File: src/logic/frame_align_pkg.sv
// package: constants and carriers for the serial frame alignment monitor
package frame_align_pkg;
   // ----------------------------------------
   // code values and field layout
   // ----------------------------------------
   localparam int SAMPLE_W = 16;
   localparam int OCTET_W = 8;
   localparam int MSB_LO = 8; // low bit of the first octet
   localparam logic [7:0] D28_7 = 8'hfc; // data octet that mode 2 replaces
   localparam logic [7:0] K28_7 = 8'hfc; // control octet sent with k flag
   localparam logic [7:0] K28_5 = 8'hbc; // comma octet
   localparam logic [7:0] D21_5 = 8'hb5; // alternating 1010101010 code group
   localparam logic [14:0] PRBS15_SEED = 15'h7fff;
   localparam logic [10:0] PRBS11_SEED = 11'h7ff;
   localparam int FIFO_DEPTH = 8;

   // ----------------------------------------
   // modes
   // ----------------------------------------
   typedef enum logic [1:0] {
      PAT_DATA, PAT_ALT, PAT_PRBS11, PAT_PRBS15
   } pattern_e;
   typedef enum logic [1:0] {
      RANGE_LOW, RANGE_MID, RANGE_HIGH
   } rate_range_e;

   // one outgoing code-group pair before 8b/10b encoding
   typedef struct packed {
      logic [7:0] first; // octet of code group one, sent first
      logic first_k; // first octet is a control character
      logic [7:0] second; // octet of code group two
      logic second_k; // second octet is a control character
   } frame_s;
endpackage : frame_align_pkg

File: src/logic/frame_fifo.sv
// small synchronous fifo with valid/ready on both sides
`timescale 1ns/1ps
module frame_fifo #(
   parameter int WIDTH = 16,
   parameter int DEPTH = 8
) (
   input wire logic core_clk,
   input wire logic rst,
   input wire logic clk_en,
   input wire logic [WIDTH-1:0] in_data,
   input wire logic in_valid,
   output logic in_ready,
   output logic [WIDTH-1:0] out_data,
   output logic out_valid,
   input wire logic out_ready
);
   localparam int AW = $clog2(DEPTH);
   logic [WIDTH-1:0] mem [DEPTH]; // storage
   logic [AW-1:0] wr_ptr; // write index
   logic [AW-1:0] rd_ptr; // read index
   logic [AW:0] count; // words held
   wire push = in_valid && in_ready;
   wire pop = out_valid && out_ready;
   assign in_ready = (count != DEPTH[AW:0]);
   assign out_valid = (count != '0);
   assign out_data = mem[rd_ptr]; // read data comes from registered storage

   // storage writes, no reset needed on data
   always_ff @(posedge core_clk) begin
      if (clk_en && push) begin
         mem[wr_ptr] <= in_data;
      end
   end

   // pointers and occupancy
   always_ff @(posedge core_clk) begin
      if (rst) begin
         wr_ptr <= '0;
         rd_ptr <= '0;
         count <= '0;
      end else if (clk_en) begin
         if (push) begin
            wr_ptr <= (wr_ptr == AW'(DEPTH - 1)) ? '0 : wr_ptr + 1'b1;
         end
         if (pop) begin
            rd_ptr <= (rd_ptr == AW'(DEPTH - 1)) ? '0 : rd_ptr + 1'b1;
         end
         count <= count + (AW+1)'(push) - (AW+1)'(pop);
      end
   end
endmodule : frame_fifo

File: src/logic/serial_frame_align_monitor.sv
// transmit framing: octet split, alignment-monitor substitution, test patterns
// ----------------------------------------
// Functional notes
// - high octet first, low octet second
// - scramble enable scrambles both octets
// - preamble only after request held two cycles
// - monitor enable allows k28.7 on octet two
// - mode 1: repeat of second octet sends k28.7
// - mode 1: never k28.7 in consecutive frames
// - mode 2: d28.7 second octet becomes k28.7
// - monitor disabled: no substitutions at all
// - rate select pins pick pll range
// - pattern select picks data or test pattern
// - held sync request gives k28.5 stream
// ----------------------------------------
`timescale 1ns/1ps
module serial_frame_align_monitor #(
   parameter int SAMPLE_W = frame_align_pkg::SAMPLE_W,
   parameter int FIFO_DEPTH = frame_align_pkg::FIFO_DEPTH
) (
   input wire logic core_clk, // sample encode clock
   input wire logic rst,
   input wire logic clk_en,
   input wire logic [SAMPLE_W-1:0] sample_data, // sample stream in
   input wire logic sample_valid,
   output logic sample_ready,
   input wire logic align_monitor_enable,
   input wire logic scramble_enable,
   input wire logic sync_request, // from receiver pin, asynchronous
   input wire logic pattern_select_lo,
   input wire logic pattern_select_hi,
   input wire logic rate_range_select_lo,
   input wire logic rate_range_select_hi,
   output frame_align_pkg::rate_range_e pll_range,
   output frame_align_pkg::frame_s frame_out, // pair for the encoder
   output logic frame_valid,
   input wire logic frame_ready,
   output logic preamble_active
);
   // ----------------------------------------
   // sync request synchroniser and qualification
   // ----------------------------------------
   logic sync_ff1; // first stage, read only by sync_ff2
   logic sync_ff2;
   logic sync_ff3;
   logic sync_level; // accepted level, changes when stages 2 and 3 agree
   logic sync_held; // request seen active on the previous encode cycle

   // three stage synchroniser for the pin
   always_ff @(posedge core_clk) begin
      if (rst) begin
         sync_ff1 <= 1'b0;
         sync_ff2 <= 1'b0;
         sync_ff3 <= 1'b0;
         sync_level <= 1'b0;
      end else if (clk_en) begin
         sync_ff1 <= sync_request;
         sync_ff2 <= sync_ff1;
         sync_ff3 <= sync_ff2;
         if (sync_ff2 == sync_ff3) begin
            sync_level <= sync_ff3;
         end
      end
   end

   // a one-cycle glitch on the request never starts a preamble
   always_ff @(posedge core_clk) begin
      if (rst) begin
         sync_held <= 1'b0;
      end else if (clk_en) begin
         sync_held <= sync_level;
      end
   end
   wire preamble_start = sync_level && sync_held;
   // a held request keeps the comma stream going, usable as a test pattern
   wire send_comma = preamble_start;

   // ----------------------------------------
   // pin decode
   // ----------------------------------------
   wire frame_align_pkg::pattern_e pattern =
      frame_align_pkg::pattern_e'({pattern_select_hi, pattern_select_lo});
   // select 0 is a don't care when select 1 is low
   assign pll_range = !rate_range_select_hi ? frame_align_pkg::RANGE_LOW :
      (rate_range_select_lo ? frame_align_pkg::RANGE_HIGH :
       frame_align_pkg::RANGE_MID);
   wire mode1 = align_monitor_enable && !scramble_enable;
   wire mode2 = align_monitor_enable && scramble_enable;

   // ----------------------------------------
   // sample buffer
   // ----------------------------------------
   logic [SAMPLE_W-1:0] buf_data;
   logic buf_valid;
   logic buf_ready;
   frame_fifo #(.WIDTH(SAMPLE_W), .DEPTH(FIFO_DEPTH)) u_fifo (
      .core_clk(core_clk),
      .rst(rst),
      .clk_en(clk_en),
      .in_data(sample_data),
      .in_valid(sample_valid),
      .in_ready(sample_ready),
      .out_data(buf_data),
      .out_valid(buf_valid),
      .out_ready(buf_ready)
   );

   // ----------------------------------------
   // output stage handshake
   // ----------------------------------------
   wire advance = !frame_valid || frame_ready; // output register free
   // samples are dropped while the preamble runs, as resync loses data
   assign buf_ready = advance && (send_comma || pattern == frame_align_pkg::PAT_DATA);
   wire take_sample = buf_valid && buf_ready && !send_comma;
   wire test_step = advance && !send_comma && pattern != frame_align_pkg::PAT_DATA;
   wire emit = send_comma ? advance : (take_sample || test_step);

   // ----------------------------------------
   // scrambler 1+x^14+x^15, sixteen bits per frame
   // ----------------------------------------
   logic [14:0] scr_state;
   logic [14:0] scr_next;
   logic [15:0] scr_out;
   // parallel form: each output bit folds back into the register
   always_comb begin
      logic [14:0] s;
      s = scr_state;
      for (int i = 15; i >= 0; i--) begin
         scr_out[i] = buf_data[i] ^ s[14] ^ s[13];
         s = {s[13:0], scr_out[i]};
      end
      scr_next = s;
   end
   // scrambler only advances with real sample frames
   always_ff @(posedge core_clk) begin
      if (rst) begin
         scr_state <= frame_align_pkg::PRBS15_SEED;
      end else if (clk_en && take_sample && scramble_enable) begin
         scr_state <= scr_next;
      end
   end
   wire [15:0] payload = scramble_enable ? scr_out : buf_data;
   wire [7:0] octet_one = payload[frame_align_pkg::MSB_LO +: frame_align_pkg::OCTET_W];
   wire [7:0] octet_two = payload[frame_align_pkg::OCTET_W-1:0];

   // ----------------------------------------
   // test pattern generators
   // ----------------------------------------
   logic [10:0] prbs11;
   logic [14:0] prbs15;
   // generators step one frame (sixteen bits) at a time
   function automatic logic [10:0] step11(input logic [10:0] v);
      logic [10:0] r;
      r = v;
      for (int i = 0; i < 16; i++) begin
         r = {r[9:0], r[10] ^ r[8]};
      end
      return r;
   endfunction : step11
   function automatic logic [14:0] step15(input logic [14:0] v);
      logic [14:0] r;
      r = v;
      for (int i = 0; i < 16; i++) begin
         r = {r[13:0], r[14] ^ r[13]};
      end
      return r;
   endfunction : step15
   // both step while any test pattern is selected, one step per frame sent
   always_ff @(posedge core_clk) begin
      if (rst) begin
         prbs11 <= frame_align_pkg::PRBS11_SEED;
         prbs15 <= frame_align_pkg::PRBS15_SEED;
      end else if (clk_en && test_step) begin
         prbs11 <= step11(prbs11);
         prbs15 <= step15(prbs15);
      end
   end

   // ----------------------------------------
   // alignment monitor substitution
   // ----------------------------------------
   logic [7:0] prev_second; // previous frame's real second octet
   logic prev_k; // previous frame carried k28.7
   wire sub_mode1 = mode1 && octet_two == prev_second && !prev_k;
   wire sub_mode2 = mode2 && octet_two == frame_align_pkg::D28_7;
   wire substitute = align_monitor_enable && (sub_mode1 || sub_mode2);

   // history for the mode 1 comparison, one update per sample frame
   always_ff @(posedge core_clk) begin
      if (rst) begin
         prev_second <= '0;
         prev_k <= 1'b1; // no mode 1 substitution on the very first frame
      end else if (clk_en && take_sample) begin
         prev_second <= octet_two;
         prev_k <= substitute;
      end
   end

   // ----------------------------------------
   // frame select
   // ----------------------------------------
   frame_align_pkg::frame_s next_frame;
   always_comb begin
      next_frame = '0;
      if (send_comma) begin
         next_frame = '{frame_align_pkg::K28_5, 1'b1, frame_align_pkg::K28_5, 1'b1};
      end else begin
         unique case (pattern)
            frame_align_pkg::PAT_DATA: begin
               next_frame.first = octet_one;
               next_frame.second = substitute ? frame_align_pkg::K28_7 : octet_two;
               next_frame.second_k = substitute;
            end
            frame_align_pkg::PAT_ALT: begin
               next_frame.first = frame_align_pkg::D21_5;
               next_frame.second = frame_align_pkg::D21_5;
            end
            frame_align_pkg::PAT_PRBS11: begin
               next_frame.first = prbs11[10:3];
               next_frame.second = {prbs11[2:0], prbs11[10:6]};
            end
            frame_align_pkg::PAT_PRBS15: begin
               next_frame.first = prbs15[14:7];
               next_frame.second = prbs15[7:0];
            end
         endcase
      end
   end

   // output register toward the encoder
   always_ff @(posedge core_clk) begin
      if (rst) begin
         frame_out <= '0;
         frame_valid <= 1'b0;
         preamble_active <= 1'b0;
      end else if (clk_en && advance) begin
         frame_valid <= emit;
         preamble_active <= emit && send_comma;
         if (emit) begin
            frame_out <= next_frame;
         end
      end
   end

   // ----------------------------------------
   // checks
   // ----------------------------------------
   property p_two_cycle_sync;
      @(posedge core_clk) disable iff (rst || !clk_en)
      $rose(preamble_active) |-> $past(sync_level) && $past(sync_held);
   endproperty
   a_two_cycle_sync: assert property (p_two_cycle_sync) else $error("preamble too early");

   property p_msb_first;
      @(posedge core_clk) disable iff (rst)
      (clk_en && take_sample && advance && pattern == frame_align_pkg::PAT_DATA)
      |=> frame_out.first == $past(buf_data[15:8]) || scramble_enable;
   endproperty
   a_msb_first: assert property (p_msb_first) else $error("first octet not msb");

   property p_no_double_k;
      @(posedge core_clk) disable iff (rst)
      (clk_en && take_sample && prev_k && mode1) |-> !substitute;
   endproperty
   a_no_double_k: assert property (p_no_double_k) else $error("k28.7 twice in mode 1");

   property p_mode1_sub;
      @(posedge core_clk) disable iff (rst)
      (mode1 && !prev_k && octet_two == prev_second) |-> substitute;
   endproperty
   a_mode1_sub: assert property (p_mode1_sub) else $error("mode 1 missed k28.7");

   property p_mode2_sub;
      @(posedge core_clk) disable iff (rst)
      mode2 |-> (substitute == (octet_two == frame_align_pkg::D28_7));
   endproperty
   a_mode2_sub: assert property (p_mode2_sub) else $error("mode 2 substitution wrong");

   property p_off_no_sub;
      @(posedge core_clk) disable iff (rst)
      (frame_valid && frame_out.second_k && !preamble_active)
      |-> $past(align_monitor_enable) || $past(!clk_en);
   endproperty
   a_off_no_sub: assert property (p_off_no_sub) else $error("k28.7 with monitor off");

   property p_history;
      @(posedge core_clk) disable iff (rst)
      (clk_en && take_sample) |=> prev_second == $past(octet_two) && prev_k == $past(substitute);
   endproperty
   a_history: assert property (p_history) else $error("history not updated");

   property p_comma;
      @(posedge core_clk) disable iff (rst)
      (clk_en && send_comma && advance) |=> frame_out.first == frame_align_pkg::K28_5 && frame_out.first_k;
   endproperty
   a_comma: assert property (p_comma) else $error("comma not sent");

   property p_range;
      @(posedge core_clk) (rate_range_select_hi && rate_range_select_lo) |-> pll_range == frame_align_pkg::RANGE_HIGH;
   endproperty
   a_range: assert property (p_range) else $error("pll range wrong");

   c_mode1: cover property (@(posedge core_clk) mode1 && take_sample && substitute);
   c_mode2: cover property (@(posedge core_clk) mode2 && take_sample && substitute);
   c_preamble: cover property (@(posedge core_clk) preamble_active ##1 !preamble_active);
   c_prbs: cover property (@(posedge core_clk) pattern == frame_align_pkg::PAT_PRBS15 && frame_valid);
endmodule : serial_frame_align_monitor

File: config.mk
export PLATFORM = sky130hd
export DESIGN_NAME = serial_frame_align_monitor
export DESIGN_NICKNAME = d
export VERILOG_FILES = /design/src/logic/frame_align_pkg.sv /design/src/logic/frame_fifo.sv /design/src/logic/serial_frame_align_monitor.sv
export SDC_FILE = /design/constraint.sdc
export NUM_CORES = 1
export LEC_CHECK = 0
export ABC_AREA = 1
export BUFFER_PORTS_ARGS = -buffer_cell sky130_fd_sc_hd__buf_2
export CAP_MARGIN = 25
export CORE_MARGIN = 5
export CORE_UTILIZATION = 63
export CTS_BUF_LIST = sky130_fd_sc_hd__clkbuf_8
export DETAILED_ROUTE_END_ITERATION = 10
export PLACE_DENSITY_LB_ADDON = 0.08
export RECOVER_POWER = 50
export SYNTH_ARGS = -nofsm -noshare
export SYNTH_HDL_FRONTEND = slang
export SYNTH_SLANG_ARGS = --single-unit
File: constraint.sdc
create_clock -name core_clk -period 4.1 [get_ports core_clk]
set_clock_uncertainty 0.1 [all_clocks]
set_input_delay 0.41 -clock core_clk [delete_from_list [all_inputs] [get_ports core_clk]]
set_output_delay 0.41 -clock core_clk [all_outputs]
set_load 0.01 [all_outputs]
==> results of run 1 <==
flip-flops by register name, indices dropped and copies added, names as in the netlist, named ones only:
register / count
u_fifo.mem: 128
frame_out: 18
prbs15: 15
scr_state: 15
prbs11: 11
prev_second: 8
u_fifo.count: 4
u_fifo.rd_ptr: 3
u_fifo.wr_ptr: 3
frame_valid: 1
preamble_active: 1
prev_k: 1
sync_ff1: 1
sync_ff2: 1
sync_ff3: 1
sync_held: 1
sync_level: 1
critical path: stages, from the launching register on:
cell and delay [ns]:
dfxtp_1 0.35, nand2_1 0.13, inv_1 0.17, nor2_1 0.05, inv_1 0.09, nand2_1 0.08
nor2_2 0.17, inv_2 0.07, nor2_2 0.43, inv_2 0.12, nor2_1 0.50, inv_1 0.49
a211o_1 0.40
per-stage QoR:
step	area, sq um	cells
3_5_place_dp	10200	1259
2_1_floorplan	9790	1054
6_report	10700	1320
4_1_cts	10800	1320
3_3_place_gp	10200	1259
5_1_grt	10700	1320
Yosys cell counts, drive strengths merged, types with 9 or more instances:
master | count | area [sq um]
a21oi | 59 | 310
buf | 19 | 128
clkbuf | 29 | 109
dfxtp | 88 | 1760
edfxtp | 128 | 3840
ha | 10 | 125
inv | 103 | 387
nand2 | 227 | 860
nand3 | 74 | 398
nor2 | 95 | 384
o211ai | 22 | 165
o21ai | 105 | 526
o22ai | 9 | 56.3
xnor2 | 32 | 280
xor2 | 15 | 131
final cells by class:
class	count	area, sq um	area share, %
well taps	188	235	2.20
repair buffers	65	302	2.82
clock inverters	23	96.3	0.901
multi-input cells	685	3540	33.1
clock buffers	38	523	4.89
flip-flops and latches	216	5610	52.4
inverters	105	394	3.68
power groups by stage:
stage / Clock [mW] / Sequential, mW / Combinational (mW)
2_1_floorplan: 0 / 2.50 / 0.471
3_3_place_gp: 0 / 2.51 / 0.642
3_5_place_dp: 0 / 2.51 / 0.656
4_1_cts: 1.69 / 2.46 / 0.659
5_1_grt: 1.81 / 2.48 / 0.734
6_report: 1.65 / 2.47 / 0.649
worst paths after layout:
path	end	slack, ns	cells after the start
setup / recovery	scr_state[4]	0.82	12
hold / removal	sync_ff1	0.03	3
setup reg to reg	scr_state[4]	0.82	12
hold reg to reg	frame_out[2]	0.37	2
logic make-up after synthesis:
kind of cell	after synthesis	synth area share [%]
flip-flops	216	57.3
AND/OR/NAND/NOR	401	17.1
adder cells (fa/ha/maj)	11	1.48
buffers and inverters	153	6.44
XOR/XNOR	47	4.20
AO/OA/AOI/OAI	226	13.5
per-layer routing:
| metal | track usage, % | up-vias | wire length (um) |
|---|---|---|---|
| li1 | - | 3676 | - |
| met1 | 33.4 | 3463 | 9590 |
| met2 | 40.1 | 234 | 10400 |
| met3 | 5.37 | 41 | 1490 |
| met4 | 7.69 | 0 | 399 |
| met5 | 0 | - | 0 |
==> flow_summary.yaml, run 1 <==
routing:
  vias: 7414
  wl_per_cell_um: 16.6
  vias_per_cell: 5.62
  ant_nets: 0
  drc: 0
  routed_wl_um: 21900
  dr.pass1.iters: 5
  first_iter_violations: 534
global_route:
  overflow: 0
  grt_max_degree: 65
  grt_pass1_wl_um: 35900
  first_global_vias: 7207
  antenna_found_initial: 0
  grt_util_all_layers_pct: 24.7
floorplan:
  die_x_um: 135
  die_y_um: 135
  ios: 51
  row_count: 45
  dieArea_sq_um: 18100
  initial_core_util_pct: 64.4
  core_area_sq_um: 15200
synth:
  netlist_area_sq_um: 9790
  synthCells: 1054
  synth_flop_cell: "edfxtp_1"
  ys_async_sr_fraction_pct: 0
  synth-edff-count: 128
  ys_ff_latch: 216
  yosysWarnings: 0
  syn_nets: 1093
  yosysUniqueCellTypes: 42
  avgSynthCellArea_sq_um: 9.29
  seq_area_frac_synth_pct: 57.3
cts:
  cts_root_buf: "clkbuf_8"
  cts.htree.levels: 2
  hold_buffers: 0
  clkTransAtPathRegs_ns: 0.06
  cts.path.max_buffers: 3
  cts_tree: "yes"
  cts_num_sinks: 216
  postCtsSetupBuffers: 0
  cts_inserted_buffers: 35
  insertion_delay_ns: 0.51
  post_cts_resize_count: 0
place:
  place.detailed.hpwl_um: 14400
  port_buffers: 50
  gp_congestion: 0.966
  pre_cts_ws_ns: 0.609
flow_run:
  maxCapViolCount: 2
outcome:
  run_status: "finished, violations left"
  violations: "max-capacitance violations, max-slew violations"
critical_path:
  critPathLaunch: "sync_level"
  crit_type: "reg2reg"
  worstPathRequired_ns: 4.40
  endpoint_kind: "flop"
  crit_arrival_ns: 3.58
  worst_setup_path_start_kind: "flop"
  r2r-start: "sync_level"
  path_max_fanout: 20
sta:
  fin_crit_ns: 3.28
  fin_crit_sh_pct: 80.1
  finalWorstSetupSlack_ns: 0.816
  fin_tns_setup_ns: 0
  fmax_mhz: 304
  maxSlewViolCount: 87
  rsz0062_at_grt: "no"
  hold_slack_ns: 0.0310
  slew_headroom_pct: -42.7
  worst_pin_slew_ns: 2.14
  setup_viol: 0
  hold_violations: 0
worst_hold_path:
  hp-start: "sync_request"
  hold_path_class: "in2reg"
pwr:
  power_switching_share_pct: 27.4
  vdd_drop_max_v: 0.000293
  pwr-share-comb_pct: 13.6
  switching_power_mw: 1.30
  clkPwrFrac_pct: 34.6
  power.leakage_nw: 4.37
  internal-power_mw: 3.46
  p_total_mw: 4.77
  power_density_nw_per_um2: 446
  seq_power_share_pct: 51.7
finish:
  final_common_cell: "nand2_1"
  fill_cells: 1233
  final_cell_mix: "nand2_1, edfxtp_1, inv_1"
  syn_to_final_growth_pct: 9.27
  diodes: 0
  final_core_util_pct: 70.4
  nNetsFinal: 1147
  drive_above_1_share_pct: 7.60
Power figures use the tool's default switching activity.
==> inputs of run 2 (changes only) <==
--- a/config.mk
+++ b/config.mk
@@ -5,7 +5,7 @@
 export SDC_FILE = /design/constraint.sdc
 export NUM_CORES = 1
 export LEC_CHECK = 0
-export ABC_AREA = 1
+export ABC_AREA = 0
 export BUFFER_PORTS_ARGS = -buffer_cell sky130_fd_sc_hd__buf_2
 export CAP_MARGIN = 25
 export CORE_MARGIN = 5
==> constraint.sdc (replaced) <==
create_clock -name core_clk -period 3.1 [get_ports core_clk]
set_clock_uncertainty 0.1 [all_clocks]
set_input_delay 0.31 -clock core_clk [delete_from_list [all_inputs] [get_ports core_clk]]
set_output_delay 0.31 -clock core_clk [all_outputs]
set_load 0.01 [all_outputs]
==> flow_summary.yaml, run 2 <==
pwr:
  pwr-share-comb_pct: 13.6
  vdd_drop_max_v: 0.000506
  p_total_mw: 6.40
  power.leakage_nw: 3.97
  power_density_nw_per_um2: 584
  internal-power_mw: 4.71
  clkPwrFrac_pct: 35.1
  seq_power_share_pct: 51.3
  switching_power_mw: 1.69
  power_switching_share_pct: 26.4
cts:
  cts.path.max_buffers: 3
  cts_root_buf: "clkbuf_8"
  clkTransAtPathRegs_ns: 0.06
  cts.htree.levels: 2
  cts_tree: "yes"
  insertion_delay_ns: 0.52
  cts_num_sinks: 216
  cts_inserted_buffers: 36
global_route:
  first_global_vias: 6526
  antenna_found_initial: 1
  grt_util_all_layers_pct: 23.8
  overflow: 0
  grt_max_degree: 53
  grt_pass1_wl_um: 33700
finish:
  drive_above_1_share_pct: 13.5
  fill_cells: 1059
  final_cell_mix: "edfxtp_1, nand2_1, dfxtp_1"
  max_flop_register: "u_fifo.mem"
  final_common_cell: "edfxtp_1"
  diodes: 0
  syn_to_final_growth_pct: 13.3
  top_regs: "u_fifo.mem x128, frame_out x18"
  nNetsFinal: 903
  largest_register_ffs: 128
  final_area_sq_um: 10900
synth:
  synthCells: 779
  seq_area_frac_synth_pct: 58.0
  yosysMostFrequentCell: "edfxtp_1"
  synth_top_family_by_area: "compound AO/OA/AOI/OAI gates"
  yosysTopAreaCell: "edfxtp_1"
  yosysWarnings: 0
  synth-edff-count: 128
  synth_top_area_share_pct: 39.8
  syn_nets: 818
  yosys-top-cells-count: "edfxtp_1, nand2_1, dfxtp_1"
  synth_flop_cell: "edfxtp_1"
  synth_compound_area_share_pct: 10.8
  synthSimpleGateAreaFrac_pct: 9.05
  ys_ff_latch: 216
  netlist_area_sq_um: 9670
  yosysUniqueCellTypes: 59
  yosys-top-cells-area: "edfxtp_1, dfxtp_1, xnor2_1, mux2i_1, mux4_2"
  ys_async_sr_fraction_pct: 0
  avgSynthCellArea_sq_um: 12.4
  synth_mux_area_share_pct: 10.1
  synthAdderAreaFrac_pct: 1.50
  synth_xor_area_share_pct: 7.94
flow_run:
  maxCapViolCount: 0
critical_path:
  crit_type: "reg2reg"
  endpoint_kind: "flop"
  worst_setup_path_start_kind: "flop"
  crit_arrival_ns: 3.25
  path_max_fanout: 6
  worstPathRequired_ns: 3.41
routing:
  route.met2.wl_um: 10100
  met3WireLength_um: 1240
  wl_met1_um: 8910
  vias_per_cell: 5.92
  dr.pass1.iters: 7
  ant_nets: 0
  wl_per_cell_um: 19.3
  routed_wl_um: 20700
  first_iter_violations: 466
  routed.top_layer: "met5"
  drc: 0
  vias: 6368
place:
  place.detailed.hpwl_um: 13900
  place_area_sq_um: 10200
  gp_congestion: 0.887
  port_buffers: 50
  pre_cts_ws_ns: 0.185
sta:
  maxSlewViolCount: 0
  fmax_mhz: 340
  setup_viol: 0
  fin_crit_sh_pct: 94.9
  worst_pin_slew_ns: 1.15
  hold_slack_ns: 0.119
  fin_crit_ns: 2.94
  fin_tns_setup_ns: 0
  slew_headroom_pct: 23.4
  hold_violations: 0
  finalWorstSetupSlack_ns: 0.158
  rsz0062_at_grt: "no"
floorplan:
  dieArea_sq_um: 17900
  core_area_sq_um: 15100
  initial_core_util_pct: 63.8
  die_x_um: 134
  die_y_um: 134
  row_count: 45
  ios: 51
outcome:
  run_status: "completed"
worst_hold_path:
  hold_path_class: "in2reg"
## run 2: changes by cell type in the layout (fill, tap and decap cells not counted), moves of 37 or more
cell | previous run | this run
nor2_1 | 88 | 41
inv_1 | 109 | 27
nand2_1 | 224 | 95
mux2i_1 | 0 | 45
o21ai_0 | 95 | 11
nand3_1 | 70 | 12
a21oi_1 | 57 | 20
## run 2: cell families after synthesis
logic type,count (synthesis)
xor+xnor,85
buf+inv,58
compound gates,142
flops,216
simple gates,196
fa+ha+maj,11
mux,71
## run 2: final cells by class
type / instances / area (sq um) / share of cell area, %
Inverter: 14 / 52.6 / 0.480
Sequential cell: 216 / 5610 / 51.2
Clock buffer: 39 / 537 / 4.90
Clock inverter: 23 / 103 / 0.937
Multi-Input combinational cell: 505 / 3840 / 35.1
Timing Repair Buffer: 91 / 573 / 5.23
Tap cell: 188 / 235 / 2.15
## run 2: power groups by stage
stage | Sequential (mW) | Clock, mW | Combinational, mW
2_1_floorplan | 3.32 | 0 | 0.628
3_3_place_gp | 3.33 | 0 | 0.832
3_5_place_dp | 3.34 | 0 | 0.858
4_1_cts | 3.28 | 2.29 | 0.881
5_1_grt | 3.30 | 2.44 | 0.964
6_report | 3.28 | 2.24 | 0.870
## run 2: per-stage QoR
stage / util [%] / std cells
3_3_place_gp: 67.3 / 997
3_5_place_dp: 67.3 / 997
2_1_floorplan: - / 779
4_1_cts: 72.6 / 1076
6_report: 72.3 / 1076
5_1_grt: 72.3 / 1076
## run 2: timing repair
action / in CTS / in global routing
hold buffers: 17 / 0
setup endpoints to repair: 0 / 9
buffers inserted: 0 / 0
hold endpoints to repair: 129 / 0
resized for setup: 0 / 1
## run 2: worst paths after layout
check | slack, ns | startpoint | depth (start not counted) | endpoint
max reg2reg | 0.16 | flop | 8 | frame_out[2]
min reg2reg | 0.36 | sync_ff3 | 2 | sync_level
max | 0.16 | flop | 8 | frame_out[2]
min | 0.12 | clk_en | 2 | u_fifo.count[1]
## run 2: metal layers
metal	vias to the layer above	global-route usage, %
met5	-	0
met4	2	7.89
met3	44	4.35
met2	193	39.8
met1	3091	31.5
li1	3038	-
## run 2: worst max-delay path: stages, from the launching register on
cell,delay [ns]
dfxtp_1,0.49
mux4_2,0.57
mux2i_4,0.20
mux2i_1,0.30
xnor2_2,0.15
nor4_1,0.37
a32o_2,0.29
o21ai_4,0.10
a32o_1,0.26
